===== src/rtl/quad_adc_defines.vh =====
// Notes on behaviour
// - Frame-sync output is used only in external clock mode.
// - External read start gives one sync pulse, one serial clock wide.
// - Clock pin drives out in internal mode, is an input in external.
// - Internal mode: each conversion start gives 16 serial clock periods.
// - Internal mode: data bit stable across both edges of its clock.
// - Result kept in on-chip shift register, sent MSB first.
// - External mode: read old result in conversion or new one after.
// - Chip select fall with read/convert low starts a conversion.
// - External mode: chip select fall with read/convert high starts serial output.
// - Busy low from conversion start until result is in shift register.
// - Both address write strobes are ORed into the latch enable.
// - Address latch is transparent while both write strobes are low.
// - Channel address inputs are captured by the strobed latch.
// - Latched address 00..11 selects channel 1..4, upper bit first.
// - Chip select low: read/convert fall converts, rise starts a read in external mode.
// - Power-down inhibits conversions and keeps the stored result.
// - Internal frame after a start carries the preceding result.
`ifndef QUAD_ADC_DEFINES_VH
`define QUAD_ADC_DEFINES_VH

`define QADC_WIDTH        16
`define QADC_MSB_IDX      4'hf
`define QADC_CONV_CYCLES  400
`define QADC_PHASE_CYCLES 4'h2
`define QADC_ADDR_RST     2'h0
`define QADC_RESULT_RST   16'h0000
`define QADC_BUF_AW       1

`endif


===== src/rtl/quad_adc_serial_readout.v =====
`timescale 1ns/1ps
`include "quad_adc_defines.vh"

module quad_adc_serial_readout #(
  parameter CONV_CYCLES = `QADC_CONV_CYCLES,
  parameter BUF_AW      = `QADC_BUF_AW
) (
  input  wire                   i_clk,
  input  wire                   i_rst,
  input  wire                   i_cs_n,
  input  wire                   i_read_convert,
  input  wire                   i_clock_source_select,
  input  wire                   i_addr_write_strobe_a,
  input  wire                   i_addr_write_strobe_b,
  input  wire                   i_chan_addr_hi,
  input  wire                   i_chan_addr_lo,
  input  wire                   i_power_down_in,
  input  wire                   i_serial_clock_pin,
  input  wire [`QADC_WIDTH-1:0] i_conv_data,
  output reg                    o_serial_clock_pin,
  output reg                    o_serial_clock_oe_n,
  output reg                    o_serial_data,
  output reg                    o_sync,
  output reg                    o_busy_n,
  output reg                    o_sample_hold,
  output reg  [1:0]             o_analog_channel
);

  // Conversion and serial sides run as two separate state machines
  localparam C_IDLE = 3'b001;
  localparam C_CONV = 3'b010;
  localparam C_WAIT = 3'b100;
  localparam S_IDLE = 4'b0001;
  localparam S_INT  = 4'b0010;
  localparam S_ARM  = 4'b0100;
  localparam S_EXT  = 4'b1000;
  localparam DEPTH  = 1 << BUF_AW;

  ////////////////////////////////////////////////////////////////////////////
  // Pin synchronisers and edge detection

  reg  [8:0] pin_s1_reg;
  reg  [8:0] pin_s2_reg;
  reg  [8:0] pin_prev_reg;
  wire [8:0] pins;

  assign pins = {i_serial_clock_pin, i_power_down_in, i_chan_addr_lo,
                 i_chan_addr_hi, i_addr_write_strobe_b,
                 i_addr_write_strobe_a, i_clock_source_select,
                 i_read_convert, i_cs_n};

  // Reset leaves chip select and read/convert high, so release is no edge
  always @(posedge i_clk or posedge i_rst)
  begin
    if (i_rst)
    begin
      pin_s1_reg   <= 9'h003;
      pin_s2_reg   <= 9'h003;
      pin_prev_reg <= 9'h003;
    end
    else
    begin
      pin_s1_reg   <= pins;
      pin_s2_reg   <= pin_s1_reg;
      pin_prev_reg <= pin_s2_reg;
    end
  end

  wire cs_n     = pin_s2_reg[0];
  wire rc       = pin_s2_reg[1];
  wire ext_sel  = pin_s2_reg[2];
  wire wr_a     = pin_s2_reg[3];
  wire wr_b     = pin_s2_reg[4];
  wire pd       = pin_s2_reg[7];
  wire addr_hi  = pin_s2_reg[5];
  wire addr_lo  = pin_s2_reg[6];
  wire cs_fall  = pin_prev_reg[0] & ~cs_n;
  wire rc_fall  = pin_prev_reg[1] & ~rc;
  wire rc_rise  = ~pin_prev_reg[1] & rc;
  wire sck_fall = pin_prev_reg[8] & ~pin_s2_reg[8];

  // Either control pin may go low last; the later edge fires the start
  wire conv_req = (cs_fall & ~rc) | (rc_fall & ~cs_n);
  wire read_req = (cs_fall & rc) | (rc_rise & ~cs_n);

  ////////////////////////////////////////////////////////////////////////////
  // Channel address latch

  // Strobes and address bits share one sync depth, so a strobe that rises
  // with an address change still closes the latch on the old address
  wire latch_en = wr_a | wr_b;

  always @(posedge i_clk or posedge i_rst)
  begin
    if (i_rst)
      o_analog_channel <= `QADC_ADDR_RST;
    else if (!latch_en)
      o_analog_channel <= {addr_hi, addr_lo};
  end

  ////////////////////////////////////////////////////////////////////////////
  // Conversion timing

  reg  [2:0]  cstate_reg;
  reg  [15:0] ccnt_reg;
  reg  [3:0]  sstate_reg;
  wire        conv_start;
  wire        push_valid;
  wire        push_ready;
  wire        pop_valid;
  wire        pop_ready;
  wire [`QADC_WIDTH-1:0] pop_data;

  // Starts that arrive while busy or powered down are dropped, not queued
  assign conv_start = conv_req & ~pd & cstate_reg[0];
  assign push_valid = cstate_reg[1] &
                      (ccnt_reg == CONV_CYCLES[15:0] - 16'h0001);
  // Only reload while nothing is being sent, so a read never tears
  assign pop_ready  = sstate_reg[0] & ~conv_start & ~read_req;

  always @(posedge i_clk or posedge i_rst)
  begin
    if (i_rst)
    begin
      cstate_reg    <= C_IDLE;
      ccnt_reg      <= 16'h0000;
      o_busy_n      <= 1'b1;
      o_sample_hold <= 1'b0;
    end
    else
    begin
      o_sample_hold <= conv_start;
      case (cstate_reg)
        C_IDLE:
          if (conv_start)
          begin
            cstate_reg <= C_CONV;
            ccnt_reg   <= 16'h0000;
            o_busy_n   <= 1'b0;
          end
        C_CONV:
          if (push_valid)
          begin
            if (push_ready)
              cstate_reg <= C_WAIT;
          end
          else
            ccnt_reg <= ccnt_reg + 16'h0001;
        C_WAIT:
          if (pop_valid & pop_ready)
          begin
            cstate_reg <= C_IDLE;
            o_busy_n   <= 1'b1;
          end
        default:
          cstate_reg <= C_IDLE;
      endcase
    end
  end

  ////////////////////////////////////////////////////////////////////////////
  // Two-entry result buffer
  // Holding a finished word here keeps busy low until no frame is sending,
  // so the shift register never changes under a running read

  reg  [`QADC_WIDTH-1:0] buf_mem [0:DEPTH-1];
  reg  [BUF_AW-1:0]      wptr_reg;
  reg  [BUF_AW-1:0]      rptr_reg;
  reg  [BUF_AW:0]        fill_reg;
  wire                   do_push = push_valid & push_ready;
  wire                   do_pop  = pop_valid & pop_ready;

  assign push_ready = (fill_reg != DEPTH[BUF_AW:0]);
  assign pop_valid  = (fill_reg != {(BUF_AW+1){1'b0}});
  assign pop_data   = buf_mem[rptr_reg];

  // Storage has no reset; only entries counted as full are ever read
  always @(posedge i_clk)
  begin
    if (do_push)
      buf_mem[wptr_reg] <= i_conv_data;
  end

  always @(posedge i_clk or posedge i_rst)
  begin
    if (i_rst)
    begin
      wptr_reg <= {BUF_AW{1'b0}};
      rptr_reg <= {BUF_AW{1'b0}};
      fill_reg <= {(BUF_AW+1){1'b0}};
    end
    else
    begin
      if (do_push)
        wptr_reg <= wptr_reg + {{(BUF_AW-1){1'b0}}, 1'b1};
      if (do_pop)
        rptr_reg <= rptr_reg + {{(BUF_AW-1){1'b0}}, 1'b1};
      if (do_push & ~do_pop)
        fill_reg <= fill_reg + {{BUF_AW{1'b0}}, 1'b1};
      else if (do_pop & ~do_push)
        fill_reg <= fill_reg - {{BUF_AW{1'b0}}, 1'b1};
    end
  end

  ////////////////////////////////////////////////////////////////////////////
  // Serial output

  reg [`QADC_WIDTH-1:0] shift_reg;
  reg [3:0]             idx_reg;
  reg [3:0]             tick_reg;
  reg [1:0]             ph_reg;
  wire                  tick_end = (tick_reg == `QADC_PHASE_CYCLES - 4'h1);

  // Bits are picked by index so the result survives repeated reads
  always @(posedge i_clk or posedge i_rst)
  begin
    if (i_rst)
    begin
      sstate_reg          <= S_IDLE;
      shift_reg           <= `QADC_RESULT_RST;
      idx_reg             <= `QADC_MSB_IDX;
      tick_reg            <= 4'h0;
      ph_reg              <= 2'h0;
      o_serial_clock_pin  <= 1'b0;
      o_serial_clock_oe_n <= 1'b0;
      o_serial_data       <= 1'b0;
      o_sync              <= 1'b0;
    end
    else
    begin
      o_serial_clock_oe_n <= ext_sel;
      if (do_pop)
        shift_reg <= pop_data;
      case (sstate_reg)
        S_IDLE:
        begin
          o_sync <= 1'b0;
          if (conv_start & ~ext_sel)
          begin
            sstate_reg    <= S_INT;
            idx_reg       <= `QADC_MSB_IDX;
            tick_reg      <= 4'h0;
            ph_reg        <= 2'h0;
            o_serial_data <= shift_reg[`QADC_MSB_IDX];
          end
          else if (read_req & ext_sel)
            sstate_reg <= S_ARM;
        end
        S_INT:
        begin
          // Data moves only in phase 0, clock rises in 1 and falls in 2
          tick_reg <= tick_end ? 4'h0 : tick_reg + 4'h1;
          if (tick_end)
          begin
            ph_reg <= ph_reg + 2'h1;
            if (ph_reg == 2'h0)
              o_serial_clock_pin <= 1'b1;
            else if (ph_reg == 2'h1)
              o_serial_clock_pin <= 1'b0;
            else if (ph_reg == 2'h3)
            begin
              if (idx_reg == 4'h0)
                sstate_reg <= S_IDLE;
              else
              begin
                idx_reg       <= idx_reg - 4'h1;
                o_serial_data <= shift_reg[idx_reg - 4'h1];
              end
            end
          end
        end
        // Host falls arrive about three cycles late through the synchroniser
        S_ARM:
          if (~ext_sel)
            sstate_reg <= S_IDLE;
          else if (sck_fall)
          begin
            sstate_reg    <= S_EXT;
            o_sync        <= 1'b1;
            idx_reg       <= `QADC_MSB_IDX;
            o_serial_data <= shift_reg[`QADC_MSB_IDX];
          end
        S_EXT:
          if (~ext_sel)
            sstate_reg <= S_IDLE;
          else if (sck_fall)
          begin
            o_sync <= 1'b0;
            if (idx_reg == 4'h0)
              sstate_reg <= S_IDLE;
            else
            begin
              idx_reg       <= idx_reg - 4'h1;
              o_serial_data <= shift_reg[idx_reg - 4'h1];
            end
          end
        default:
          sstate_reg <= S_IDLE;
      endcase
    end
  end

endmodule // quad_adc_serial_readout


===== config.mk =====
export PLATFORM = sky130hd
export DESIGN_NAME = quad_adc_serial_readout
export DESIGN_NICKNAME = d
export VERILOG_FILES = /design/src/rtl/quad_adc_serial_readout.v
export VERILOG_INCLUDE_DIRS = /design/src /design/src/rtl
export SDC_FILE = /design/constraint.sdc
export NUM_CORES = 1
export LEC_CHECK = 0
export BUFFER_PORTS_ARGS = -buffer_cell sky130_fd_sc_hd__buf_2
export CAP_MARGIN = 20
export CORE_MARGIN = 1.5
export CORE_UTILIZATION = 40
export DETAILED_ROUTE_END_ITERATION = 16
export SLEW_MARGIN = 15
export SYNTH_ARGS = -nofsm -noshare
export SYNTH_HDL_FRONTEND = slang
export SYNTH_SLANG_ARGS = --single-unit

===== constraint.sdc =====
create_clock -name i_clk -period 4.1 [get_ports i_clk]
set_input_delay 0.82 -clock i_clk [delete_from_list [all_inputs] [get_ports i_clk]]
set_output_delay 0.82 -clock i_clk [all_outputs]
set_load 0.1 [all_outputs]

==> qor.log, run 1 <==
qor: timing.setup_viol 0
qor: yosys.dominantRegCellSynth sky130_fd_sc_hd__dfrtp_1
qor: clocking.cts.sinks 114
qor: yosys.ys_async_sr_fraction 71.9%
qor: setup_path.path_cells nor4bb_1, nand4_1, nor3_1, and2_1
qor: route.wl 8410 um
qor: route.detailed_routing_iteration_count_for_the_pre_antenna_repair_pass 4
qor: worst_hold_path.hold_path_depth 0
qor: yosys.ys_ff_latch 114
qor: clocking.clk_root_buffer_cell sky130_fd_sc_hd__clkbuf_16
qor: die.std_cell_rows 40
qor: timing.finalWorstPathRequiredPeriod 2.70 ns
qor: power.power.share.switching 25.2%
qor: timing.grt_setup_unrepaired false
qor: die.core_area 11900 um^2
qor: setup_path.worst_ep_arrival_time 2.73 ns
qor: timing.timing.final.max_slew_violations 0
qor: grt.groute.layer.met3.usage 5.30%
qor: grt.maximum_number_of_pins_on_one_net_before_global_route_repair 38
qor: route.detail-route-antenna-nets 0
qor: power.vdd_ir_drop_max 0.323 mV
qor: power.share_seq_of_total_power 41.9%
qor: yosys.synth_seq_area_share 62.3%
qor: run_status.result_of_the_run finished clean
qor: timing.tightestPinTransition 0.918 ns
qor: grt.antenna_found_initial 0
qor: yosys.synth.net_count 419
qor: yosys.synthesis.instances 384
qor: place.dpl-instance-area 5180 um^2
qor: yosys.synth-edff-count 32
qor: timing.max_freq 0.371 GHz
qor: grt.grt_first_pass_wirelength 14600 um
qor: setup_path.critPathLaunchType flop
qor: grt.via_count_of_the_first_global_routing_pass 3113
qor: die.die_area 12800 um^2
qor: finish.fin_nets 462
qor: yosys.synth.cell_area 4860 um^2
qor: grt.global_route_track_usage_on_met2 22.6%
qor: place.place.port_buffers 34
qor: setup_path.end_kind flop
qor: setup_path.cp.buffers_inverters 0
qor: route.post-route-drc-count 0
qor: clocking.worst_setup_hold_path_clk_slew 0.05 ns
qor: timing.final.setup.tns 0 ns
qor: yosys.synth.lib_cells_used.distinct 57
qor: finish.finalCoreUtilization 48.5%
qor: timing.slew_headroom 38.8%
qor: grt.gr-usage-met1 18.7%
qor: finish.largest_reg_flops 32
qor: clocking.cts_resized 0
qor: finish.layout-drive-gt1-share 22.5%
qor: setup_path.crit_path_max_incr_delay 0.71 ns
qor: setup_path.cell_class_contributing_the_biggest_share_of_worst_path_delay simple AND/OR/NAND/NOR gates
qor: finish.fin_cells 587
qor: place.place_worst_setup_slack 1.36 ns
qor: setup_path.critical_path_required 4.13 ns
qor: power.leakagePower 2.42 nW
qor: clocking.postCtsSetupBuffers 0
qor: timing.setup_ws 1.40 ns
qor: power.comb_power_share 11.7%
qor: place.finalWeightedCongestion 0.767
qor: die.fp.dieW 113 um
qor: flow_run.maxCapViolations 0
qor: setup_path.cp.depth 4
qor: grt.globalRouteTotalUtil 14.7%
qor: route.wl_per_cell 14.3 um
qor: power.total_power 3.06 mW
qor: timing.hold_violations 0
qor: power.internal_power 2.29 mW
qor: setup_path.critical_path.slowest_cell sky130_fd_sc_hd__and2_1
qor: finish.finalInstanceArea 5770 um^2
qor: route.dr.first_iter.drc_count 206
qor: power.share_clk_of_total_power 46.4%
qor: finish.syn2layout_area_growth 18.8%
qor: yosys.ys_warn_count 0
qor: clocking.tritoncts_buffer_count 17
qor: yosys.syn_avg_cell_area 12.7 um^2
qor: timing.timing.final.crit_share 65.8%
qor: clocking.worstSkewPairLatency 0.41 ns
qor: worst_hold_path.kind_of_path_behind_the_tightest_hold_check reg2reg
qor: clocking.clk_path_buf_depth 2
qor: clocking.ctsHtreeMaxLevel 4
qor: grt.gr-max-usage-layer met2
qor: power.power.density_cell_area 530 nW/um^2
qor: place.detailedPlacementHpwl 5620 um
qor: timing.finClkSkew 0.00658 ns
qor: place.placed_cells_incl_taps 555
qor: clocking.cts_hold_repair.buffers 0
qor: die.pin_count 35
qor: power.power.net_switching 771 uW
qor: clocking.clock_tree_from_tritoncts built
qor: route.routed_via_density 5.22
qor: die.floorplan.initialDensity 40.8%
qor: route.vias 3065
qor: setup_path.reg2reg_depth 4
qor: finish.layout.cells.most_common sky130_fd_sc_hd__dfrtp_1
qor: timing.hold-worst-slack 0.344 ns
qor: setup_path.critical_path_class reg2reg
qor: finish.most-common-layout-cells 69 x sky130_fd_sc_hd__dfrtp_1, 35 x sky130_fd_sc_hd__o21ai_0, 34 x sky130_fd_sc_hd__buf_2
qor: setup_path.cp_max_fo 16
qor: finish.count_of_inserted_antenna_diode_cells 0
qor: die.dieHeight 113 um
qor: grt.globalRoute.totalOverflow 0
## synthesized netlist by cell type, types with 5 or more instances
library cell / count / area [um^2]
sky130_fd_sc_hd__nor2_1: 22 / 82.6
sky130_fd_sc_hd__xnor2_1: 6 / 52.6
sky130_fd_sc_hd__nand3_1: 8 / 40.0
sky130_fd_sc_hd__edfxtp_1: 32 / 961
sky130_fd_sc_hd__mux2i_1: 16 / 160
sky130_fd_sc_hd__a21oi_1: 10 / 50.1
sky130_fd_sc_hd__xor2_1: 11 / 96.3
sky130_fd_sc_hd__a31oi_1: 7 / 43.8
sky130_fd_sc_hd__dfrtp_1: 69 / 1730
sky130_fd_sc_hd__inv_1: 15 / 56.3
sky130_fd_sc_hd__dfstp_2: 13 / 342
sky130_fd_sc_hd__ha_1: 8 / 100
sky130_fd_sc_hd__o21ai_0: 35 / 175
sky130_fd_sc_hd__nor3_1: 6 / 30.0
sky130_fd_sc_hd__or4_1: 5 / 37.5
sky130_fd_sc_hd__nand2b_1: 5 / 31.3
sky130_fd_sc_hd__o31ai_1: 7 / 52.6
sky130_fd_sc_hd__nand2_1: 29 / 109
sky130_fd_sc_hd__buf_2: 6 / 30.0
sky130_fd_sc_hd__clkbuf_1: 7 / 26.3
## power by group through the flow
stage | registers [mW] | logic, mW | clock network (mW)
6_report | 1.28 | 0.360 | 1.42
5_1_grt | 1.29 | 0.395 | 1.51
4_1_cts | 1.28 | 0.363 | 1.46
3_5_place_dp | 1.30 | 0.361 | 0
3_3_place_gp | 1.30 | 0.354 | 0
2_1_floorplan | 1.32 | 0.263 | 0
## area by class of cell
type | count | area, um^2
clock inverter | 8 | 73.8
tap | 147 | 184
timing repair buffer | 38 | 200
multi-input combinational | 241 | 1710
inverter | 15 | 57.6
clock buffer | 24 | 514
sequential | 114 | 3030
fill | 1072 | 6140
## cell families after synthesis
family	Yosys count	share of synthesized area, %
compound gates	75	9.58
xor+xnor	17	3.06
fa+ha+maj	8	2.06
buf+inv	29	2.55
flops	114	62.3
mux	27	7.54
simple gates	114	12.9
## worst paths after layout
| check | from | to | slack, ns |
|---|---|---|---|
| max | ccnt_reg[11]$_DFFE_PP0P_ | buf_mem[1][0]$_DFFE_PP_ | 1.40 |
| min | pin_s1_reg[5]$_DFF_PP0_ | pin_s2_reg[5]$_DFF_PP0_ | 0.34 |
| max reg2reg | ccnt_reg[11]$_DFFE_PP0P_ | buf_mem[1][0]$_DFFE_PP_ | 1.40 |
| min reg2reg | pin_s1_reg[5]$_DFF_PP0_ | pin_s2_reg[5]$_DFF_PP0_ | 0.34 |
| max in group asynchronous | i_rst | idx_reg[2]$_DFFE_PP1P_ | 2.91 |
| min in group asynchronous | i_rst | pin_s1_reg[7]$_DFF_PP0_ | 0.38 |
## per-layer routing
metal	part of all wire, %	vias to the layer above
li1	-	1493
met1	48	1507
met2	47	50
met3	3.7	15
met4	1.9	0
met5	0	-
(Power assumes the default switching activity.)
==> run 2, diff against run 1 <==
--- a/config.mk
+++ b/config.mk
@@ -6,6 +6,7 @@
 export SDC_FILE = /design/constraint.sdc
 export NUM_CORES = 1
 export LEC_CHECK = 0
+export ABC_AREA = 1
 export BUFFER_PORTS_ARGS = -buffer_cell sky130_fd_sc_hd__buf_2
 export CAP_MARGIN = 20
 export CORE_MARGIN = 1.5
==> constraint.sdc (replaced) <==
create_clock -name i_clk -period 2.5 [get_ports i_clk]
set_input_delay 0.5 -clock i_clk [delete_from_list [all_inputs] [get_ports i_clk]]
set_output_delay 0.5 -clock i_clk [all_outputs]
set_load 0.1 [all_outputs]
==> qor.log, run 2 <==
qor: run_status.result_of_the_run finished clean
qor: power.vdd_ir_drop_max 0.481 mV
qor: yosys.synth_top_cells_by_count 155 x sky130_fd_sc_hd__nand2_1, 69 x sky130_fd_sc_hd__dfrtp_1, 62 x sky130_fd_sc_hd__nor2_1, 58 x sky130_fd_sc_hd__inv_1, 40 x sky130_fd_sc_hd__nand3_1
qor: route.post-route-drc-count 0
qor: yosys.synthesis.instances 558
qor: route.wl 9880 um
qor: setup_path.cp.buffers_inverters 0
qor: setup_path.critical_path.slowest_cell sky130_fd_sc_hd__dfrtp_1
qor: yosys.ys_warn_count 0
qor: die.pin_count 35
qor: finish.fin_cells 792
qor: route.met3_wirelength 332 um
qor: place.dpl-instance-area 5530 um^2
qor: clocking.clock_tree_from_tritoncts built
qor: die.die_area 13500 um^2
qor: setup_path.crit_path_end fill_reg[1]$_DFFE_PP0P_
qor: clocking.ctsHtreeMaxLevel 4
qor: finish.finalCoreUtilization 48.8%
qor: place.detailedPlacementHpwl 6780 um
qor: route.detailed_routing_iteration_count_for_the_pre_antenna_repair_pass 5
qor: setup_path.cell_class_contributing_the_biggest_share_of_worst_path_delay simple AND/OR/NAND/NOR gates
qor: yosys.synth.net_count 593
qor: yosys.synth.lib_cells_used.distinct 37
qor: yosys.biggest_area_contributors_in_the_synthesized_netlist sky130_fd_sc_hd__dfrtp_1 34%, sky130_fd_sc_hd__edfxtp_1 19%, sky130_fd_sc_hd__nand2_1 11%
qor: finish.multiInputGateArea 1820 um^2
qor: clocking.worst_setup_hold_path_clk_slew 0.06 ns
qor: clocking.cts_resized 0
qor: clocking.cts.sinks 114
qor: grt.globalRoute.totalOverflow 0
qor: finish.layout-drive-gt1-share 17.3%
qor: grt.globalRouteTotalUtil 16.9%
qor: power.share_seq_of_total_power 37.8%
qor: route.vias 3786
qor: setup_path.crit_start ccnt_reg[0]$_DFFE_PP0P_
qor: timing.timing.final.crit_share 81.0%
qor: yosys.ys_async_sr_fraction 71.9%
qor: yosys.dominantRegCellSynth sky130_fd_sc_hd__dfrtp_1
qor: yosys.ys_ff_latch 114
qor: yosys.leading_cell_type_by_number_of_instances_after_synthesis sky130_fd_sc_hd__nand2_1
qor: timing.finClkSkew 0.00584 ns
qor: power.internal_power 4.01 mW
qor: route.route.met2.wl 4610 um
qor: place.place_worst_setup_slack 0.492 ns
qor: grt.via_count_of_the_first_global_routing_pass 3864
qor: timing.timing.final.max_slew_violations 0
qor: finish.fin_nets 642
qor: timing.hold_violations 0
qor: die.core_area 12600 um^2
qor: power.power.share.switching 30.3%
qor: die.floorplan.initialDensity 40.9%
qor: yosys.yosys.area.top_type sky130_fd_sc_hd__dfrtp_1
qor: clocking.clk_path_buf_depth 2
qor: setup_path.critical_path_required 2.79 ns
qor: setup_path.r2r-start ccnt_reg[0]$_DFFE_PP0P_
qor: clocking.postCtsSetupBuffers 0
qor: setup_path.critical_path_class reg2reg
qor: yosys.synth.cell_area 5140 um^2
qor: route.dr.first_iter.drc_count 249
qor: clocking.worstSkewPairLatency 0.42 ns
qor: yosys.syn_avg_cell_area 9.21 um^2
qor: finish.layout.cells.most_common sky130_fd_sc_hd__nand2_1
qor: power.total_power 5.75 mW
qor: die.std_cell_rows 41
qor: timing.setup_ws 0.476 ns
qor: setup_path.critPathLaunchType flop
qor: setup_path.cp.depth 9
qor: finish.syn2layout_area_growth 19.3%
qor: yosys.synth_seq_area_share 58.9%
qor: timing.finalWorstPathRequiredPeriod 2.02 ns
qor: worst_hold_path.kind_of_path_behind_the_tightest_hold_check in2async
qor: grt.antenna_found_initial 0
qor: finish.largest_reg_flops 32
qor: timing.hold-worst-slack 0.131 ns
qor: yosys.synth.top_cell.area_share 33.6%
qor: route.met1Wirelength 4780 um
qor: timing.slew_headroom 63.7%
qor: setup_path.end_kind flop
qor: finish.count_of_inserted_antenna_diode_cells 0
qor: setup_path.worst_ep_arrival_time 2.32 ns
qor: place.placed_cells_incl_taps 760
qor: route.top_signal_layer_used met4
qor: setup_path.reg2reg_slack 0.48 ns
qor: setup_path.cp_max_fo 5
qor: clocking.tritoncts_buffer_count 17
qor: finish.finalInstanceArea 6130 um^2
qor: flow_run.maxCapViolations 0
qor: power.leakagePower 2.78 nW
qor: power.power.net_switching 1.74 mW
qor: setup_path.path_cells ha_1, nand2_1, nor2_4, nand3_1, nor3_1, ha_1, a21oi_1, o21ai_0, xor2_1
qor: setup_path.regToRegEndpoint fill_reg[1]$_DFFE_PP0P_
qor: timing.tightestPinTransition 0.541 ns
qor: power.share_clk_of_total_power 42.8%
qor: setup_path.crit_path_max_incr_delay 0.39 ns
qor: timing.final.setup.tns 0 ns
qor: finish.fillerInstances 1184
qor: power.power.density_cell_area 938 nW/um^2
qor: setup_path.timing.critical_path.mode_cell sky130_fd_sc_hd__ha_1
qor: die.dieHeight 116 um
qor: place.finalWeightedCongestion 0.901
qor: clocking.clk_root_buffer_cell sky130_fd_sc_hd__clkbuf_16
qor: setup_path.reg2reg_depth 9
qor: timing.grt_setup_unrepaired false
qor: route.detail-route-antenna-nets 0
qor: place.place.port_buffers 34
qor: yosys.synth-edff-count 32
qor: grt.maximum_number_of_pins_on_one_net_before_global_route_repair 59
qor: route.wl_per_cell 12.5 um
qor: finish.most-common-layout-cells 155 x sky130_fd_sc_hd__nand2_1, 69 x sky130_fd_sc_hd__dfrtp_1, 62 x sky130_fd_sc_hd__nor2_1
qor: route.routed_via_density 4.78
qor: timing.max_freq 0.494 GHz
qor: clocking.cts_hold_repair.buffers 0
qor: power.comb_power_share 19.4%
qor: finish.layout.area.seq 3030 um^2
qor: die.fp.dieW 116 um
qor: grt.grt_first_pass_wirelength 17500 um
qor: timing.setup_viol 0
run 2: routing by layer:
layer	global-route usage, %	up-vias
met5	0	-
met1	21.3	1796
li1	-	1917
met2	26.7	56
met3	5.40	17
met4	7.64	0
run 2: kinds of logic after synthesis:
logic type	share of synthesized area, %
muxes	0.438
xor gates and xnor gates	1.70
AOI/OAI and AO/OA	6.01
and+or+nand+nor	25.3
adders and majority gates	1.95
DFF	58.9
buffers and inverters	5.72
run 2: power by group through the flow:
stage                     logic, mW  clock network, mW  registers, mW
after floorplan               0.802                  0           2.29
after global placement         1.10                  0           2.20
after detailed placement       1.12                  0           2.21
after CTS                      1.12               2.52           2.18
after global routing           1.27               2.60           2.19
final                          1.11               2.46           2.18
run 2: worst min-delay path by stage:
stage | start | to | cells past startpoint
global route | i_rst | pin_s2_reg[4]$_DFF_PP0_ | 2
global placement | pin_s1_reg[4]$_DFF_PP0_ | pin_s2_reg[4]$_DFF_PP0_ | 0
floorplan | pin_s1_reg[2]$_DFF_PP0_ | pin_s2_reg[2]$_DFF_PP0_ | 0
CTS | i_rst | pin_s2_reg[4]$_DFF_PP0_ | 2
finish | i_rst | pin_s2_reg[4]$_DFF_PP0_ | 2
detailed placement | pin_s1_reg[5]$_DFF_PP0_ | pin_s2_reg[5]$_DFF_PP0_ | 0
run 2: area by class of cell:
| type | instances | share of cell area [%] |
|---|---|---|
| clock buffers | 20 | 7.28 |
| multi-input cells | 370 | 29.6 |
| flip-flops and latches | 114 | 49.4 |
| inverters | 65 | 4.04 |
| repair buffers | 39 | 3.59 |
| well taps | 172 | 3.51 |
| clock inverters | 12 | 2.57 |
==> run 3, diff against run 2 <==
==> constraint.sdc (replaced) <==
create_clock -name i_clk -period 2 [get_ports i_clk]
set_input_delay 0.4 -clock i_clk [delete_from_list [all_inputs] [get_ports i_clk]]
set_output_delay 0.4 -clock i_clk [all_outputs]
set_load 0.1 [all_outputs]
==> qor.log, run 3 (synthesis results as in run 2) <==
qor: grt.antenna_found_initial 0
qor: grt.globalRoute.totalOverflow 0
qor: finish.count_of_inserted_antenna_diode_cells 0
qor: timing.max_freq 0.544 GHz
qor: route.detailed_routing_iteration_count_for_the_pre_antenna_repair_pass 4
qor: die.fp.dieW 116 um
qor: setup_path.cp_max_fo 2
qor: clocking.worstSkewPairLatency 0.41 ns
qor: clocking.clk_root_buffer_cell sky130_fd_sc_hd__clkbuf_16
qor: place.finalWeightedCongestion 0.886
qor: finish.most-common-layout-cells 154 x sky130_fd_sc_hd__nand2_1, 69 x sky130_fd_sc_hd__dfrtp_1, 62 x sky130_fd_sc_hd__nor2_1
qor: die.dieHeight 116 um
qor: timing.hold_violations 0
qor: flow_run.maxCapViolations 0
qor: timing.tightestPinTransition 0.541 ns
qor: route.routed_via_density 4.72
qor: timing.timing.final.crit_share 91.8%
qor: grt.globalRouteTotalUtil 16.6%
qor: die.std_cell_rows 41
qor: route.detail-route-antenna-nets 0
qor: setup_path.cp.buffers_inverters 0
qor: timing.finalWorstPathRequiredPeriod 1.84 ns
qor: die.pin_count 35
qor: place.place.port_buffers 34
qor: setup_path.end_kind flop
qor: timing.slew_headroom 63.7%
qor: route.post-route-drc-count 0
qor: timing.setup_ws 0.163 ns
qor: power.leakagePower 2.87 nW
qor: finish.largest_reg_flops 32
qor: finish.layout.cells.most_common sky130_fd_sc_hd__nand2_1
qor: setup_path.reg2reg_depth 7
qor: finish.layout-drive-gt1-share 20.2%
qor: die.core_area 12600 um^2
qor: setup_path.critical_path_required 2.29 ns
qor: clocking.clk_path_buf_depth 2
qor: setup_path.path_cells nor4_2, nand3_1, nor3_2, ha_1, a21oi_1, o21ai_0, xor2_1
qor: finish.fin_nets 664
qor: power.vdd_ir_drop_max 0.610 mV
qor: setup_path.critical_path.slowest_cell sky130_fd_sc_hd__dfrtp_1
qor: die.die_area 13500 um^2
qor: setup_path.reg2reg_slack 0.16 ns
qor: timing.setup_viol 0
qor: power.power.density_cell_area 1110 nW/um^2
qor: route.wl_per_cell 12.5 um
qor: grt.via_count_of_the_first_global_routing_pass 3715
qor: place.detailedPlacementHpwl 7100 um
qor: setup_path.cell_class_contributing_the_biggest_share_of_worst_path_delay simple AND/OR/NAND/NOR gates
qor: setup_path.critPathLaunchType flop
qor: timing.finClkSkew 0.00622 ns
qor: clocking.cts.sinks 114
qor: timing.final.setup.tns 0 ns
qor: setup_path.cp.depth 7
qor: timing.timing.final.max_slew_violations 0
qor: route.vias 3843
qor: finish.finalCoreUtilization 50.2%
qor: grt.grt_first_pass_wirelength 17200 um
qor: place.place_worst_setup_slack 0.0834 ns
qor: clocking.clock_tree_from_tritoncts built
qor: clocking.worst_setup_hold_path_clk_slew 0.05 ns
qor: die.floorplan.initialDensity 40.9%
qor: clocking.ctsHtreeMaxLevel 4
qor: setup_path.critical_path_class reg2reg
qor: worst_hold_path.kind_of_path_behind_the_tightest_hold_check in2async
qor: run_status.result_of_the_run finished clean
qor: setup_path.worst_ep_arrival_time 2.12 ns
qor: route.wl 10200 um
qor: clocking.tritoncts_buffer_count 17
qor: grt.maximum_number_of_pins_on_one_net_before_global_route_repair 34
qor: setup_path.crit_path_max_incr_delay 0.39 ns
qor: finish.syn2layout_area_growth 22.6%
qor: route.dr.first_iter.drc_count 171
run 3: cell types whose count changed in the layout (fill, tap and decap cells not counted), moves of 2 or more:
| cell | previous run | this run |
|---|---|---|
| sky130_fd_sc_hd__buf_12 | 1 | 4 |
| sky130_fd_sc_hd__buf_4 | 4 | 23 |
| sky130_fd_sc_hd__clkbuf_1 | 2 | 4 |
| sky130_fd_sc_hd__inv_6 | 2 | 0 |
| sky130_fd_sc_hd__clkinv_2 | 1 | 3 |
run 3: area by class of cell:
cell class / count / area, um^2
multi-input cells: 370 / 1830
clock buffers: 21 / 440
well taps: 172 / 215
inverters: 65 / 248
flip-flops and latches: 114 / 3030
fillers: 1160 / 6260
clock inverters: 11 / 115
repair buffers: 61 / 423
run 3: timing repair:
action	CTS	global route
setup buffers	0	4
resized for setup	0	4
hold buffers	0	0
endpoints found under the setup margin	0	33
run 3: worst paths after layout:
path / startpoint / to
max: ccnt_reg[9]$_DFFE_PP0P_ / fill_reg[1]$_DFFE_PP0P_
min: i_rst / o_analog_channel[0]$_DFFE_PP0N_
max reg2reg: ccnt_reg[9]$_DFFE_PP0P_ / fill_reg[1]$_DFFE_PP0P_
min reg2reg: pin_s1_reg[3]$_DFF_PP0_ / pin_s2_reg[3]$_DFF_PP0_
max in group asynchronous: i_rst / idx_reg[2]$_DFFE_PP1P_
min in group i_clk: i_read_convert / pin_s1_reg[1]$_DFF_PP1_
run 3: per-stage QoR:
stage | area (um^2) | hold slack (ns) | power (mW) | std cells
after CTS | 6260 | 0.0326 | 7.06 | 810
final | 6300 | 0.0318 | 7.01 | 814
after detailed placement | 5700 | 0.335 | 4.21 | 778
after global placement | 5700 | 0.333 | 4.18 | 778
after global routing | 6300 | 0.0641 | 7.41 | 814
after floorplan | 5140 | 0.331 | 3.86 | 558
run 3: metal layers:
metal  vias up  part of all wire [%]  GRT usage, %
met2        69                    47          26.7
li1       1965                     -             -
met1      1794                    48          21.5
met4         0                   1.7          7.48
met5         -                     0             0
met3        15                   3.4          4.00
run 3: power breakdown:
part	total [mW]	leakage [nW]	switching, mW	internal, mW
Clock	2.82	0.266	1.01	1.82
Sequential	2.69	1.34	0.0955	2.59
Combinational	1.50	1.27	1.02	0.472
